[src/rtl/lbc_defs.svh]
`ifndef LBC_DEFS_SVH
`define LBC_DEFS_SVH
// Contract
// - USB attached and not logging: indicator steadily lit.
// - USB data transfer in progress: indicator blinks continuously.
// - First host communication: several blinks, then steadily lit.
// - No USB and no logging session: indicator dark.
// - Logging disabled: indicator off, no samples recorded.
// - Power-up mode: indicator lit at power, one blink per sample.
// - Button mode: dark until one second hold, then lit, blink per sample.
// - Card full or removed while logging: 250 ms period blinking until reinserted.
// - First sample one second after indicator lights.
// - Button hold ends logging; indicator off confirms stop.
// - Samples buffered before card write; button stop flushes buffer.
// - Button ignored while USB attached and not logging.
// - No logging while USB attached; standalone supply only.
// - Cards up to 2 GB; formatted card required to log.
// - Samples stored on card as raw binary words.
// - Firmware revision 3 or later presents mass storage to host.
`define LBC_CLK_KHZ 20000
`define LBC_SEC_MS 1000
`define LBC_HOLD_MS 1000
`define LBC_FAULT_PERIOD_MS 250
`define LBC_PULSE_MS 50
`define LBC_DEB_MS 10
`define LBC_SEC_CYC (`LBC_CLK_KHZ * `LBC_SEC_MS)
`define LBC_HOLD_CYC (`LBC_CLK_KHZ * `LBC_HOLD_MS)
`define LBC_FAST_HALF_CYC (`LBC_CLK_KHZ * `LBC_FAULT_PERIOD_MS / 2)
`define LBC_PULSE_CYC (`LBC_CLK_KHZ * `LBC_PULSE_MS)
`define LBC_DEB_CYC (`LBC_CLK_KHZ * `LBC_DEB_MS)
`define LBC_INIT_TOGGLES 3'h6
`define LBC_CARD_MAX_MB 16'h0800
`define LBC_MSC_MIN_REV 3
`define LBC_FW_REV 3
`define LBC_BUF_DEPTH 16
`define LBC_SAMPLE_W 16
`define LBC_CNT_W 25
`endif

[src/rtl/lbc_pkg.sv]
package lbc_pkg;
  typedef enum logic [1:0] {
    MODE_OFF = 2'h0,
    MODE_PWRUP = 2'h1,
    MODE_BUTTON = 2'h2,
    MODE_TIMED = 2'h3
  } lbc_mode_t;
  typedef enum logic [4:0] {
    ST_IDLE = 5'h01,
    ST_ARMED = 5'h02,
    ST_LOG = 5'h04,
    ST_FAULT = 5'h08,
    ST_FLUSH = 5'h10
  } lbc_state_t;
endpackage : lbc_pkg

[src/rtl/lbc_debounce.sv]
`timescale 1ns/1ns
`default_nettype none
`include "lbc_defs.svh"
module lbc_debounce #(
  parameter int unsigned DEB_CYC = `LBC_DEB_CYC,
  parameter int unsigned CW = `LBC_CNT_W
) (
  input wire logic sys_clk,
  input wire logic srst,
  input wire logic btnPin,
  output logic btnLevel
);
  localparam logic [CW-1:0] DEB_LAST = CW'(DEB_CYC - 1);
  logic meta_reg, sync_reg, level_reg, level_next;
  logic [CW-1:0] cnt_reg, cnt_next;

  always_comb begin
    level_next = level_reg;
    cnt_next = '0;
    if (sync_reg != level_reg) begin
      if (cnt_reg == DEB_LAST) begin
        level_next = sync_reg;
      end else begin
        cnt_next = cnt_reg + 1'b1;
      end
    end
  end

  always_ff @(posedge sys_clk) begin
    if (srst) begin
      meta_reg <= 1'b0;
      sync_reg <= 1'b0;
      level_reg <= 1'b0;
      cnt_reg <= '0;
    end else begin
      meta_reg <= btnPin;
      sync_reg <= meta_reg;
      level_reg <= level_next;
      cnt_reg <= cnt_next;
    end
  end

  assign btnLevel = level_reg;
endmodule : lbc_debounce
`default_nettype wire

[src/rtl/lbc_sample_buf.sv]
`timescale 1ns/1ns
`default_nettype none
`include "lbc_defs.svh"
module lbc_sample_buf #(
  parameter int unsigned W = `LBC_SAMPLE_W,
  parameter int unsigned DEPTH = `LBC_BUF_DEPTH
) (
  input wire logic sys_clk,
  input wire logic srst,
  input wire logic inValid,
  input wire logic [W-1:0] inData,
  input wire logic drainAll,
  input wire logic outReady,
  output logic outValid,
  output logic [W-1:0] outData,
  output logic empty
);
  localparam int unsigned AW = $clog2(DEPTH);
  localparam logic [AW:0] HALF = (AW + 1)'(DEPTH / 2);
  localparam logic [AW:0] FULL = (AW + 1)'(DEPTH);
  logic [W-1:0] mem [DEPTH];
  logic [AW-1:0] wp_reg, wp_next, rp_reg, rp_next;
  logic [AW:0] cnt_reg, cnt_next;
  logic outValid_reg, outValid_next;
  logic [W-1:0] outData_reg, outData_next;
  logic doWr, doRd;

  // Card writes wait until half a buffer is held, then go one word at a time, unless a flush is asked for
  always_comb begin
    doWr = inValid && (cnt_reg != FULL);
    doRd = (cnt_reg != '0) && (!outValid_reg || outReady) && (drainAll || cnt_reg >= HALF);
    wp_next = doWr ? wp_reg + 1'b1 : wp_reg;
    rp_next = doRd ? rp_reg + 1'b1 : rp_reg;
    cnt_next = cnt_reg + (AW + 1)'(doWr) - (AW + 1)'(doRd);
    outData_next = doRd ? mem[rp_reg] : outData_reg;
    outValid_next = doRd || (outValid_reg && !outReady);
  end

  always_ff @(posedge sys_clk) begin
    if (doWr) begin
      mem[wp_reg] <= inData;
    end
    if (srst) begin
      wp_reg <= '0;
      rp_reg <= '0;
      cnt_reg <= '0;
      outValid_reg <= 1'b0;
      outData_reg <= '0;
    end else begin
      wp_reg <= wp_next;
      rp_reg <= rp_next;
      cnt_reg <= cnt_next;
      outValid_reg <= outValid_next;
      outData_reg <= outData_next;
    end
  end

  assign outValid = outValid_reg;
  assign outData = outData_reg;
  assign empty = (cnt_reg == '0) && !outValid_reg;
endmodule : lbc_sample_buf
`default_nettype wire

[src/rtl/lbc_top.sv]
`timescale 1ns/1ns
`default_nettype none
`include "lbc_defs.svh"
module lbc_top import lbc_pkg::*; #(
  parameter int unsigned SEC_CYC = `LBC_SEC_CYC,
  parameter int unsigned HOLD_CYC = `LBC_HOLD_CYC,
  parameter int unsigned FAST_HALF_CYC = `LBC_FAST_HALF_CYC,
  parameter int unsigned PULSE_CYC = `LBC_PULSE_CYC,
  parameter int unsigned DEB_CYC = `LBC_DEB_CYC,
  parameter int unsigned FW_REV = `LBC_FW_REV,
  parameter int unsigned BUF_DEPTH = `LBC_BUF_DEPTH,
  parameter int unsigned CW = `LBC_CNT_W
) (
  input wire logic sys_clk,
  input wire logic srst,
  input wire logic usbActivePin,
  input wire logic btnPin,
  input wire logic cardPresentPin,
  input wire logic usbXfer,
  input wire logic usbEnumDone,
  input wire logic [1:0] modeSel,
  input wire logic timeReached,
  input wire logic cardFull,
  input wire logic cardFormatted,
  input wire logic [15:0] cardMb,
  input wire logic sampleValid,
  input wire logic [`LBC_SAMPLE_W-1:0] sampleData,
  input wire logic cardWrReady,
  output logic ledOn,
  output logic sampleReq,
  output logic logActive,
  output logic cardWrValid,
  output logic [`LBC_SAMPLE_W-1:0] cardWrData,
  output logic mscEnable
);
  localparam logic [CW-1:0] SEC_LAST = CW'(SEC_CYC - 1);
  localparam logic [CW-1:0] HOLD_FIRE = CW'(HOLD_CYC - 1);
  localparam logic [CW-1:0] HOLD_SAT = CW'(HOLD_CYC);
  localparam logic [CW-1:0] FAST_LAST = CW'(FAST_HALF_CYC - 1);
  localparam logic [CW-1:0] PULSE_LEN = CW'(PULSE_CYC);

  logic [1:0] meta_reg, sync_reg;
  logic usbS, cardPresS, btnLevel, bufEmpty;
  lbc_state_t state_reg, state_next;
  lbc_mode_t mode;
  logic stIdle, stArmed, stLog, stFault, stFlush;
  logic [CW-1:0] secCnt_reg, secCnt_next, fastCnt_reg, fastCnt_next;
  logic [CW-1:0] holdCnt_reg, holdCnt_next, pulseCnt_reg, pulseCnt_next;
  logic [CW-1:0] sampCnt_reg, sampCnt_next;
  logic [2:0] initCnt_reg, initCnt_next;
  logic fastPh_reg, fastPh_next, stopped_reg, stopped_next;
  logic led_reg, led_next, sampReq_reg, sampReq_next, mscEn_reg;
  logic logAct_reg, logAct_next;
  logic secTick, fastWrap, holdEvent, pulseOn, cardOk, bufWr, usbLed;

  // Pins cross two flops; only the second flop is read
  always_ff @(posedge sys_clk) begin
    if (srst) begin
      meta_reg <= 2'h0;
      sync_reg <= 2'h0;
    end else begin
      meta_reg <= {cardPresentPin, usbActivePin};
      sync_reg <= meta_reg;
    end
  end
  assign usbS = sync_reg[0];
  assign cardPresS = sync_reg[1];

  lbc_debounce #(.DEB_CYC(DEB_CYC), .CW(CW)) u_deb (
    .sys_clk(sys_clk),
    .srst(srst),
    .btnPin(btnPin),
    .btnLevel(btnLevel)
  );

  assign mode = lbc_mode_t'(modeSel);
  assign stIdle = (state_reg == ST_IDLE);
  assign stArmed = (state_reg == ST_ARMED);
  assign stLog = (state_reg == ST_LOG);
  assign stFault = (state_reg == ST_FAULT);
  assign stFlush = (state_reg == ST_FLUSH);

  // Timebases run free so blink pulses never depend on mode history
  always_comb begin
    secTick = (secCnt_reg == SEC_LAST);
    fastWrap = (fastCnt_reg == FAST_LAST);
    secCnt_next = secTick ? '0 : secCnt_reg + 1'b1;
    fastCnt_next = fastWrap ? '0 : fastCnt_reg + 1'b1;
    fastPh_next = fastWrap ? !fastPh_reg : fastPh_reg;
    holdEvent = btnLevel && (holdCnt_reg == HOLD_FIRE);
    if (!btnLevel) begin
      holdCnt_next = '0;
    end else if (holdCnt_reg != HOLD_SAT) begin
      holdCnt_next = holdCnt_reg + 1'b1;
    end else begin
      holdCnt_next = holdCnt_reg;
    end
    cardOk = cardPresS && cardFormatted && (cardMb <= `LBC_CARD_MAX_MB);
    bufWr = stLog && sampleValid;
    pulseOn = (pulseCnt_reg != '0);
    if (bufWr || (stArmed && secTick)) begin
      pulseCnt_next = PULSE_LEN;
    end else if (pulseOn) begin
      pulseCnt_next = pulseCnt_reg - 1'b1;
    end else begin
      pulseCnt_next = '0;
    end
    if (usbEnumDone) begin
      initCnt_next = `LBC_INIT_TOGGLES;
    end else if (fastWrap && initCnt_reg != 3'h0) begin
      initCnt_next = initCnt_reg - 1'b1;
    end else begin
      initCnt_next = initCnt_reg;
    end
  end

  always_comb begin
    state_next = state_reg;
    stopped_next = stopped_reg && !usbS;
    case (state_reg)
      ST_IDLE: begin
        if (!usbS && !stopped_reg && cardOk) begin
          case (mode)
            MODE_PWRUP: state_next = ST_LOG;
            MODE_BUTTON: state_next = holdEvent ? ST_LOG : ST_IDLE;
            MODE_TIMED: state_next = ST_ARMED;
            default: state_next = ST_IDLE;
          endcase
        end
      end
      ST_ARMED: begin
        if (usbS || mode != MODE_TIMED) begin
          state_next = ST_IDLE;
        end else if (holdEvent) begin
          state_next = ST_IDLE;
          stopped_next = 1'b1;
        end else if (timeReached) begin
          state_next = ST_LOG;
        end
      end
      ST_LOG: begin
        if (holdEvent || usbS) begin
          state_next = ST_FLUSH;
          stopped_next = 1'b1;
        end else if (!cardPresS || cardFull) begin
          state_next = ST_FAULT;
        end
      end
      ST_FAULT: begin
        if (holdEvent || usbS) begin
          state_next = ST_FLUSH;
          stopped_next = 1'b1;
        end else if (cardPresS && !cardFull) begin
          state_next = ST_LOG;
        end
      end
      ST_FLUSH: begin
        if (bufEmpty) begin
          state_next = ST_IDLE;
        end
      end
      default: state_next = ST_IDLE;
    endcase
  end

  // Sample clock restarts on entry so the first request lands a second later
  always_comb begin
    if (!stLog || state_next != ST_LOG) begin
      sampCnt_next = '0;
    end else if (sampCnt_reg == SEC_LAST) begin
      sampCnt_next = '0;
    end else begin
      sampCnt_next = sampCnt_reg + 1'b1;
    end
    sampReq_next = stLog && (state_next == ST_LOG) && (sampCnt_reg == SEC_LAST);
    // Own flop so the pin never carries a state decode glitch
    logAct_next = (state_next == ST_LOG);
    usbLed = (initCnt_reg != 3'h0 || usbXfer) ? fastPh_reg : 1'b1;
    case (state_reg)
      ST_LOG: led_next = !pulseOn;
      ST_ARMED: led_next = pulseOn;
      ST_FAULT: led_next = fastPh_reg;
      ST_FLUSH: led_next = 1'b0;
      ST_IDLE: led_next = usbS && usbLed;
      default: led_next = 1'b0;
    endcase
  end

  always_ff @(posedge sys_clk) begin
    if (srst) begin
      state_reg <= ST_IDLE;
      secCnt_reg <= '0;
      fastCnt_reg <= '0;
      fastPh_reg <= 1'b0;
      holdCnt_reg <= '0;
      pulseCnt_reg <= '0;
      sampCnt_reg <= '0;
      initCnt_reg <= 3'h0;
      stopped_reg <= 1'b0;
      led_reg <= 1'b0;
      sampReq_reg <= 1'b0;
      logAct_reg <= 1'b0;
      mscEn_reg <= 1'b0;
    end else begin
      state_reg <= state_next;
      secCnt_reg <= secCnt_next;
      fastCnt_reg <= fastCnt_next;
      fastPh_reg <= fastPh_next;
      holdCnt_reg <= holdCnt_next;
      pulseCnt_reg <= pulseCnt_next;
      sampCnt_reg <= sampCnt_next;
      initCnt_reg <= initCnt_next;
      stopped_reg <= stopped_next;
      led_reg <= led_next;
      sampReq_reg <= sampReq_next;
      logAct_reg <= logAct_next;
      mscEn_reg <= (FW_REV >= `LBC_MSC_MIN_REV);
    end
  end

  // Raw sample words go to the card unformatted by this block
  lbc_sample_buf #(.W(`LBC_SAMPLE_W), .DEPTH(BUF_DEPTH)) u_buf (
    .sys_clk(sys_clk),
    .srst(srst),
    .inValid(bufWr),
    .inData(sampleData),
    .drainAll(stFlush),
    .outReady(cardWrReady),
    .outValid(cardWrValid),
    .outData(cardWrData),
    .empty(bufEmpty)
  );

  assign ledOn = led_reg;
  assign sampleReq = sampReq_reg;
  assign logActive = logAct_reg;
  assign mscEnable = mscEn_reg;
endmodule : lbc_top
`default_nettype wire

[config.mk]
export PLATFORM = sky130hd
export DESIGN_NAME = lbc_top
export DESIGN_NICKNAME = d
export VERILOG_FILES = /design/src/rtl/lbc_pkg.sv /design/src/rtl/lbc_debounce.sv /design/src/rtl/lbc_sample_buf.sv /design/src/rtl/lbc_top.sv
export VERILOG_INCLUDE_DIRS = /design/src /design/src/rtl
export SDC_FILE = /design/constraint.sdc
export NUM_CORES = 1
export LEC_CHECK = 0
export BUFFER_PORTS_ARGS = -buffer_cell sky130_fd_sc_hd__buf_2
export CAP_MARGIN = 20
export CORE_AREA = 2 2 221 223
export CTS_CLUSTER_DIAMETER = 80
export CTS_CLUSTER_SIZE = 20
export DETAILED_ROUTE_END_ITERATION = 12
export DIE_AREA = 0 0 223 225
export SLEW_MARGIN = 20
export SYNTH_ARGS = -nofsm -noshare
export SYNTH_HDL_FRONTEND = slang
export SYNTH_SLANG_ARGS = --single-unit
[constraint.sdc]
create_clock -name sys_clk -period 6.4 [get_ports sys_clk]
set_input_delay 0.64 -clock sys_clk [delete_from_list [all_inputs] [get_ports sys_clk]]
set_output_delay 0.64 -clock sys_clk [all_outputs]
set_load 0.01 [all_outputs]
### Word-level counts from Yosys, hierarchy flattened

Memory sizes are Yosys's and may differ from the RTL's. A register that Yosys moved wholly into a read port is not among the register bits.
Cells that the tools add are included.

* register bits after elaboration: 185
* latch bits: 0
* bits in writable memories: 256
* bits in read-only memories: 0
* input port bits: 46
* output and inout bits: 21
* word-level logic and storage cells: 136
* memories kept: 1

Memory list
* u_buf.mem: words 16, width 16, rd ports 1, clocked after memory_dff 1, wr ports 1, RTL line lbc_sample_buf.sv:21 `logic [W-1:0] mem [DEPTH];`

* $add $sub $neg: 11
* multiply operators: 0
* divide/modulo/power cells: 0
* $lt $le $gt $ge: 2
* eq/ne operators: 19
* shift-type cells: 0
* muxes and demuxes: 25
* bitwise operators: 3
* reductions and logical operators: 50

Operator list (count)
* adder 25 x 1 -> 25 bit (second input constant): 5
* == test 25 bit (second input constant): 3
* two-way mux 5 bit: 9
* two-way mux 20 bit: 2
* == test 25 x 18 -> 1 bit (second input constant): 1
* == test 25 x 22 -> 1 bit (second input constant): 1
* inequality test 25 bit (second input constant): 1
* one-hot mux 5 bit (5 select lines): 1
* nonzero test 25 bit: 1
* subtractor 25 x 1 -> 25 bit (second input constant): 1
* logical AND 1 bit: 18
* <= comparator 16 x 12 -> 1 bit (second input constant): 1
* == test 5 x 3 -> 1 bit (second input constant): 2
* OR reduction 2 bit: 5
* logical NOT 1 bit: 9
* logical OR 1 bit: 9
* two-way mux 3 bit: 3
* one-hot mux 3 bit (3 select lines): 1
* OR reduction 3 bit: 3
* adder 4 x 1 -> 4 bit (second input constant): 2
* two-way mux 1 bit: 7
* adder 5 x 1 -> 5 bit: 1
* == test 5 x 1 -> 1 bit (second input constant): 1
* == test 5 x 2 -> 1 bit (second input constant): 1
* 19 further kinds: 22

### Logic depth before layout (Yosys ltp)

Gate-level depths: netlist of the first run.

* word-level depth: 9
* mapped depth: 16
* mapped depth without buffers: 15

### Modules after synthesis

A second synthesis of the first run with hierarchy kept.

* cell total of the unflattened synthesis: 1505
* area total of the unflattened synthesis: 19043.3 µm²

Modules (own cells, without submodules)
* lbc_sample_buf: times used 1, cells an instance 610, area each 11130.7 µm², sequential area each 8287.9 µm²
* lbc_top: times used 1, cells an instance 752, area each 6617.6 µm², sequential area each 2862.7 µm²
* lbc_debounce: times used 1, cells an instance 143, area each 1295.0 µm², sequential area each 560.5 µm²

### Worst setup path before layout of the first run

Ideal clock, no wire load.

* path kind: flip-flop to flip-flop
* start: reg state_reg[2]
* end: mem u_buf.mem[3][0] (netlist bit), enable pin
* setup time: 409 ps
* arrival time: 2622 ps
* data required time: 5991 ps
* setup slack: 3369 ps
* stages on the path, launching flop included: 6
* path buffers: 1
* clock period less this slack: 3031 ps
* path through: dfxtp_1 nor3b_1 and4_1 clkbuf_1 nand2_1 nor3_1

* longest elaborated chain between the ends: 5

Ends and longest elaborated chain
* start, declared: RTL line lbc_top.sv:44 `lbc_state_t state_reg, state_next;`
* start signal, assigned: RTL line lbc_top.sv:205 `state_reg <= state_next;`
* == test 5 x 3 -> 1 bit: RTL line lbc_top.sv:79 `assign stLog = (state_reg == ST_LOG);`
* logical AND 1 bit: RTL line lbc_top.sv:99 `bufWr = stLog && sampleValid;`
* logical AND 1 bit: RTL line lbc_sample_buf.sv:30 `doWr = inValid && (cnt_reg != FULL);`
* via u_buf.doWr: RTL line lbc_sample_buf.sv:26 `logic doWr, doRd;`
* two-way mux 1 bit: RTL line lbc_sample_buf.sv:40 `if (doWr) begin`
* two-way mux 1 bit (not written as such): RTL line lbc_sample_buf.sv:41 `mem[wp_reg] <= inData;`
* end, declared: RTL line lbc_sample_buf.sv:21

The timed path passes the listed nets, and every way through them passes these cells.

### Final worst setup path of the first run

* start: reg state_reg[0]
* end: reg u_buf.cnt_reg[4]

* elaborated cells between the ends (all ways): 8
* classes of those cells: add/sub: 2; eq/ne: 2; reduce/logical: 4

RTL lines
* == test 5 bit: RTL line lbc_top.sv:81 `assign stFlush = (state_reg == ST_FLUSH);`
* logical OR 1 bit: RTL line lbc_sample_buf.sv:31 `doRd = (cnt_reg != '0) && (!outValid_reg || outReady) && (drainAll || cnt_reg >= HALF);`
* logical AND 1 bit: RTL line lbc_sample_buf.sv:31
* via u_buf.doRd: RTL line lbc_sample_buf.sv:26
* subtractor 5 x 1 -> 5 bit: RTL line lbc_sample_buf.sv:34 `cnt_next = cnt_reg + (AW + 1)'(doWr) - (AW + 1)'(doRd);`
* end signal, assigned: RTL line lbc_sample_buf.sv:52 `cnt_reg <= cnt_next;`
* end, declared: RTL line lbc_sample_buf.sv:23 `logic [AW:0] cnt_reg, cnt_next;`

The timed path passes the listed nets, and every way through them passes these cells.
A chain may end at the register's enable or synchronous reset.

==> summary.txt, run 1 <==
CP max FO: 37
Number of setup buffers added after CTS: 0
GR Util All Layers: 14.9%
Count leader, synth: edfxtp_1
Transition time of the tightest slew-check pin: 1110 ps
Die Area: 0.0502 sq mm
Cts-stage hold buffer count: 0
Synth area leader: edfxtp_1
DRT iter0 DRCs: 743
Top cells by count, synth: 256 x edfxtp_1, 201 x dfxtp_1, 171 x nor2_1
RePlAce Congestion: 0.794
Setup TNS: 0 ps
Pwr Density: 311 mW/mm^2
Final #Nets: 1562
Layout cell share with drive strength beyond 1: 15.9%
Mapped cell area: 0.0189 sq mm
Max reg flops: 256
Worst-path clk slew: 80 ps
Design Power: 6.48 mW
Worst min-delay path class: in2reg
Maximum VDD drop: 0.227 mV
Ys flop type: edfxtp_1
First-pass GRT wire length: 60000 microns
GRT Residual Overflow: 0
Status: complete, no violations
DP HPWL: 24100 microns
Biggest register: u_buf.mem
Yosys warnings: 0
Fillcell total: 4301
N_diodes: 0
CTS Buffer Depth: 3
Area grow syn2layout: 10.2%
Setup CP Type: reg2reg
Vias in the first global route: 11100
Final core utilization: 43.8%
Io pins: 67
Initial Utilization: 39.7%
Synth top area cells: edfxtp_1 41%, dfxtp_1 21%, mux4_2 7.6%, xor2_1 3.9%, nor2_1 3.4%
Critical Path Sink Type: flip-flop
Cells after Synth: 1440
Largest net degree at the start of global routing: 51
Clk sinks: 457
Clock Latency Late Sink: 610 ps
Final period util: 54.8%
Number of setup violations in the final report: 0
Maxcap violations: 0
Via count: 11300
Mapped Nets: 1508
TritonCTS Buffers: 29
Post-Place Cell Area: 0.0199 sq mm
Vias per cell: 5.29
H-tree levels: 1
Slew HR: 25.3%
Async set or reset register ratio after synthesis: 0%
Hold path cells: 2
Initial antenna violation count: 0
Syn avg cell area: 13.1 sq um
EDFF count, synth: 256
Data required, critical path: 6870 ps
CTS tree: yes
Final non-filler cell area: 0.0208 sq mm
Post-synth top area share: 40.7%
Drt total wl: 37500 microns
Register area share after synthesis: 62.0%
CTS root buf: clkbuf_16
RSZ-0062 raised after global routing: false
Final Max Slew Viols: 0
Startpoint Class: flip-flop
WP data arrival: 3980 ps
Final count of hold timing violations: 0
Core Area: 0.0475 sq mm
R2R cell count: 14
Post-synthesis register bit count: 457
Die width: 223 microns
Synth cell types: 72
Post-DRT Antenna Nets: 0
# resized after CTS: 0
Die Ht: 225 microns
Port Buf Inserts: 66
Cell leakage power: 6.63 nW
First-pass DRT Iterations: 5
Site Rows: 80
Routed WL per cell: 17.6 microns
Drt drc: 0
Final min period: 3510 ps
Fmax: 285 MHz
Final clock skew: 32.3 ps
-- area by class of cell --
type                    count  area [sq um]  share of cell area [%]
flip-flops and latches    457         11700                    56.3
multi-input cells         897          6870                    33.0
clock inverters             9           121                   0.583
repair buffers             77           413                    1.98
well taps                 615           769                    3.70
inverters                  32           120                   0.577
clock buffers              45           796                    3.83
-- worst max-delay path: stages (launching register included) --
cell	delay [ps]
dfxtp_1	350
or3_4	420
o21ai_0	370
nand3_2	690
inv_1	220
ha_1	260
inv_1	60
ha_1	150
inv_1	60
fa_1	390
inv_1	70
a21oi_1	60
nor2_1	110
or3_1	120
a21oi_1	60
-- metrics by stage --
stage | setup WS [ps] | hold slack [ps] | std cells
finish | 2890 | 245 | 2132
detailed placement | 2910 | 426 | 2078
floorplan | 3370 | 404 | 1440
global placement | 2950 | 417 | 2078
global route | 2550 | 223 | 2132
CTS | 2880 | 227 | 2132
-- metal layers --
metal	up-vias	routed length, microns	track usage (%)	part of all wire (%)
met5	-	0	0	0
met4	0	561	3.01	1.5
met3	39	1330	1.89	3.5
met2	157	17800	24.7	47
met1	5638	17800	21.0	48
li1	5446	-	-	-
-- cell families after synthesis --
group | after synthesis | share of synthesized area, %
AO/OA/AOI/OAI | 121 | 4.36
multiplexers | 69 | 7.91
buffers and inverters | 86 | 2.00
XOR/XNOR | 143 | 6.63
flip-flops | 457 | 62.0
adder cells (fa/ha/maj) | 22 | 1.50
AND/OR/NAND/NOR | 542 | 15.6
-- power breakdown --
part	total (mW)	internal (mW)	leakage, nW	switching (mW)
clock	1.92	0.925	0.440	0.995
combinational	1.16	0.549	2.26	0.614
sequential	3.40	3.22	3.93	0.173
-- cell usage in the layout, fill, tap and decap left out, types with 9 or more instances in the layout --
cell / n
clkbuf_1: 15
and2_1: 9
nor3_2: 22
nor2b_1: 11
nor2_2: 9
xnor2_1: 59
xor2_1: 84
a21o_1: 17
mux4_2: 64
nand3_1: 52
buf_4: 11
nor3_1: 31
a21oi_1: 33
a22oi_1: 33
and3_1: 12
nor4_1: 29
dfxtp_1: 199
ha_1: 21
nor2_1: 159
edfxtp_1: 256
and4_1: 14
nor4b_1: 10
buf_2: 66
inv_1: 32
clkbuf_16: 29
nand2_1: 67
nand4_1: 51
or3_1: 10
o21ai_0: 19
-- worst paths after layout --
kind / from / end / slack, ps
setup reg to reg: state_reg[0]$_SDFF_PP1_ / u_buf.cnt_reg[4]$_SDFF_PP0_ / 2890
hold / removal: usbActivePin / meta_reg[0]$_SDFF_PP0_ / 240
setup / recovery: state_reg[0]$_SDFF_PP1_ / u_buf.cnt_reg[4]$_SDFF_PP0_ / 2890
hold reg to reg: pulseCnt_reg[0]$_SDFF_PP0_ / pulseCnt_reg[0]$_SDFF_PP0_ / 440
No activity file was read; power rests on OpenSTA's default activity.
==> run 2: changes to the inputs <==
==> constraint.sdc (replaced) <==
create_clock -name sys_clk -period 2.84 [get_ports sys_clk]
set_input_delay 0.284 -clock sys_clk [delete_from_list [all_inputs] [get_ports sys_clk]]
set_output_delay 0.284 -clock sys_clk [all_outputs]
set_load 0.01 [all_outputs]
==> run 2 against run 1 <==
  * Routed wire length increased by 2.4%
  * Combinational power increased by 140%
  * Sequential power increased by 120%
  * Final cell count increased by 1.9%
  * Via count increased by 0.50%
  * Largest cell class unchanged
==> summary.txt, run 2 (synthesized netlist as in run 1, its figures left out) <==
Status: complete, no violations (unchanged)
Worst min-delay path class: in2reg (unchanged)
Slowest stage delay, CP: 420 ps (was 690 ps)
CTS Buffer Depth: 3 (unchanged)
Top delay family on crit path: adder cells (was simple AND/OR/NAND/NOR gates)
Port Buf Inserts: 66 (unchanged)
Final core utilization: 44.6% (was 43.8%)
Site Rows: 80 (unchanged)
Final non-filler cell total: 2172 (was 2132)
CP max FO: 6 (was 37)
Via count: 11300 (about the same)
Pwr Density: 684 mW/mm^2 (was 311 mW/mm^2)
Final WS setup: 258 ps (was 2890 ps)
WP data arrival: 3040 ps (was 3980 ps)
Cells after DPL: 2115 (was 2078)
DRT iter0 DRCs: 819 (was 743)
RSZ-0062 raised after global routing: false (unchanged)
Vias per cell: 5.22 (was 5.29)
CP max-delay cell: or3_4 (was nand3_2)
Final period util: 90.9% (was 54.8%)
Biggest register: u_buf.mem (unchanged)
Maxcap violations: 0 (unchanged)
Setup CP Type: reg2reg (unchanged)
Final min period: 2580 ps (was 3510 ps)
TritonCTS Buffers: 28 (was 29)
Drt drc: 0 (unchanged)
CTS tree: yes (unchanged)
Cell leakage power: 6.82 nW (was 6.63 nW)
Clock Latency Late Sink: 590 ps (was 610 ps)
Buffer and inverter count on the worst path: 4 (unchanged)
Cells along the critical path: or3_4 > o21ai_1 > nand3_2 > inv_1 > ha_1 > inv_1 > ha_1 > inv_1 > fa_1 > inv_1 > a21oi_1 > nor2_1 > or3_1 > a21oi_1 (was or3_4 > o21ai_0 > nand3_2 > inv_1 > ha_1 > inv_1 > ha_1 > inv_1 > fa_1 > inv_1 > a21oi_1 > nor2_1 > or3_1 > a21oi_1)
Io pins: 67 (unchanged)
Initial antenna violation count: 2 (was 0)
Final clock skew: 28.7 ps (was 32.3 ps)
Area grow syn2layout: 12.3% (was 10.2%)
Data required, critical path: 3300 ps (was 6870 ps)
Most frequent cells in the layout: 256 x edfxtp_1, 199 x dfxtp_1, 159 x nor2_1 (unchanged)
Worst-path clk slew: 90 ps (was 80 ps)
Setup TNS: 0 ps (unchanged)
Clk sinks: 457 (unchanged)
Routed WL per cell: 17.7 microns (was 17.6 microns)
Maximum VDD drop: 0.480 mV (was 0.227 mV)
Commonest non-fill, non-tap cell in the layout: edfxtp_1 (unchanged)
GRT Residual Overflow: 0 (unchanged)
Hold WS: 59.2 ps (was 245 ps)
Critical path's most frequent cell: inv_1 (unchanged)
Die Area: 0.0502 sq mm (unchanged)
Critical Path Sink Type: flip-flop (unchanged)
Drt total wl: 38400 microns (was 37500 microns)
Slew HR: 43.1% (was 25.3%)
Final #Nets: 1602 (was 1562)
Final Max Slew Viols: 0 (unchanged)
Post-Place Worst Slack: 162 ps (was 2910 ps)
Core Area: 0.0475 sq mm (unchanged)
Vias in the first global route: 11200 (was 11100)
Largest net degree at the start of global routing: 67 (was 51)
H-tree levels: 1 (unchanged)
RePlAce Congestion: 0.788 (was 0.794)
Initial Utilization: 39.7% (unchanged)
Fmax: 387 MHz (was 285 MHz)
Layout cell share with drive strength beyond 1: 17.7% (was 15.9%)
Post-DRT Antenna Nets: 0 (unchanged)
Number of setup violations in the final report: 0 (unchanged)
Transition time of the tightest slew-check pin: 846 ps (was 1110 ps)
Final count of hold timing violations: 0 (unchanged)
First-pass GRT wire length: 61300 microns (was 60000 microns)
Max reg flops: 256 (unchanged)
Startpoint Class: flip-flop (unchanged)
Die width: 223 microns (unchanged)
DP HPWL: 24900 microns (was 24100 microns)
CTS root buf: clkbuf_16 (unchanged)
First-pass DRT Iterations: 5 (unchanged)
Die Ht: 225 microns (unchanged)
GR Util All Layers: 15.4% (was 14.9%)
-- run 2: cell type report --
cell class | instances | area [sq um]
diodes | 2 | 5.00
clock buffers | 43 | 767
clock inverters | 8 | 92.6
fillers | 4248 | 26300
inverters | 32 | 120
multi-input cells | 897 | 6870
flip-flops and latches | 457 | 11700
well taps | 615 | 769
repair buffers | 118 | 868
-- run 2: power breakdown --
group	total (mW)	internal, mW	switching [mW]	leakage [nW]
Clock	4.17	1.99	2.19	0.409
Sequential	7.55	7.27	0.280	3.93
Combinational	2.79	1.31	1.48	2.48
-- run 2: worst reg2reg max path: cells and delay by family (launching register included) --
family	cells	cell delay, ps
AOI/OAI and AO/OA	3	360
adders and majority gates	3	770
buffers and inverters	4	260
DFF	1	350
and+or+nand+nor	4	740
-- run 2: timing repair --
action                     4_1_cts  5_1_grt
resized for setup                0        1
hold buffers                     4        0
setup buffers                    0        0
setup endpoints to repair        0        1
hold endpoints to repair         5        0
-- run 2: metrics by stage --
step	total power [mW]	cell area, sq um
4_1_cts	14.7	21200
3_3_place_gp	10.5	20300
6_report	14.5	21200
5_1_grt	15.3	21200
2_1_floorplan	9.72	18900
3_5_place_dp	10.5	20300
-- run 2: layer usage --
layer	track usage [%]	vias to the layer above	routed length [microns]
li1	-	5540	-
met1	20.4	5580	17600
met2	26.6	172	18600
met3	2.29	44	1530
met4	3.59	0	644
met5	0	-	0
-- run 2: final timing paths --
path                                      end  cells past startpoint               startpoint  slack (ps)
setup / recovery  u_buf.cnt_reg[4]$_SDFF_PP0_                     14  state_reg[0]$_SDFF_PP1_         260
hold / removal      u_buf.mem[7][0]$_DFFE_PP_                      1            sampleData[0]          60
setup reg to reg  u_buf.cnt_reg[4]$_SDFF_PP0_                     14  state_reg[0]$_SDFF_PP1_         260
hold reg to reg        sync_reg[1]$_SDFF_PP0_                      1   meta_reg[1]$_SDFF_PP0_         440
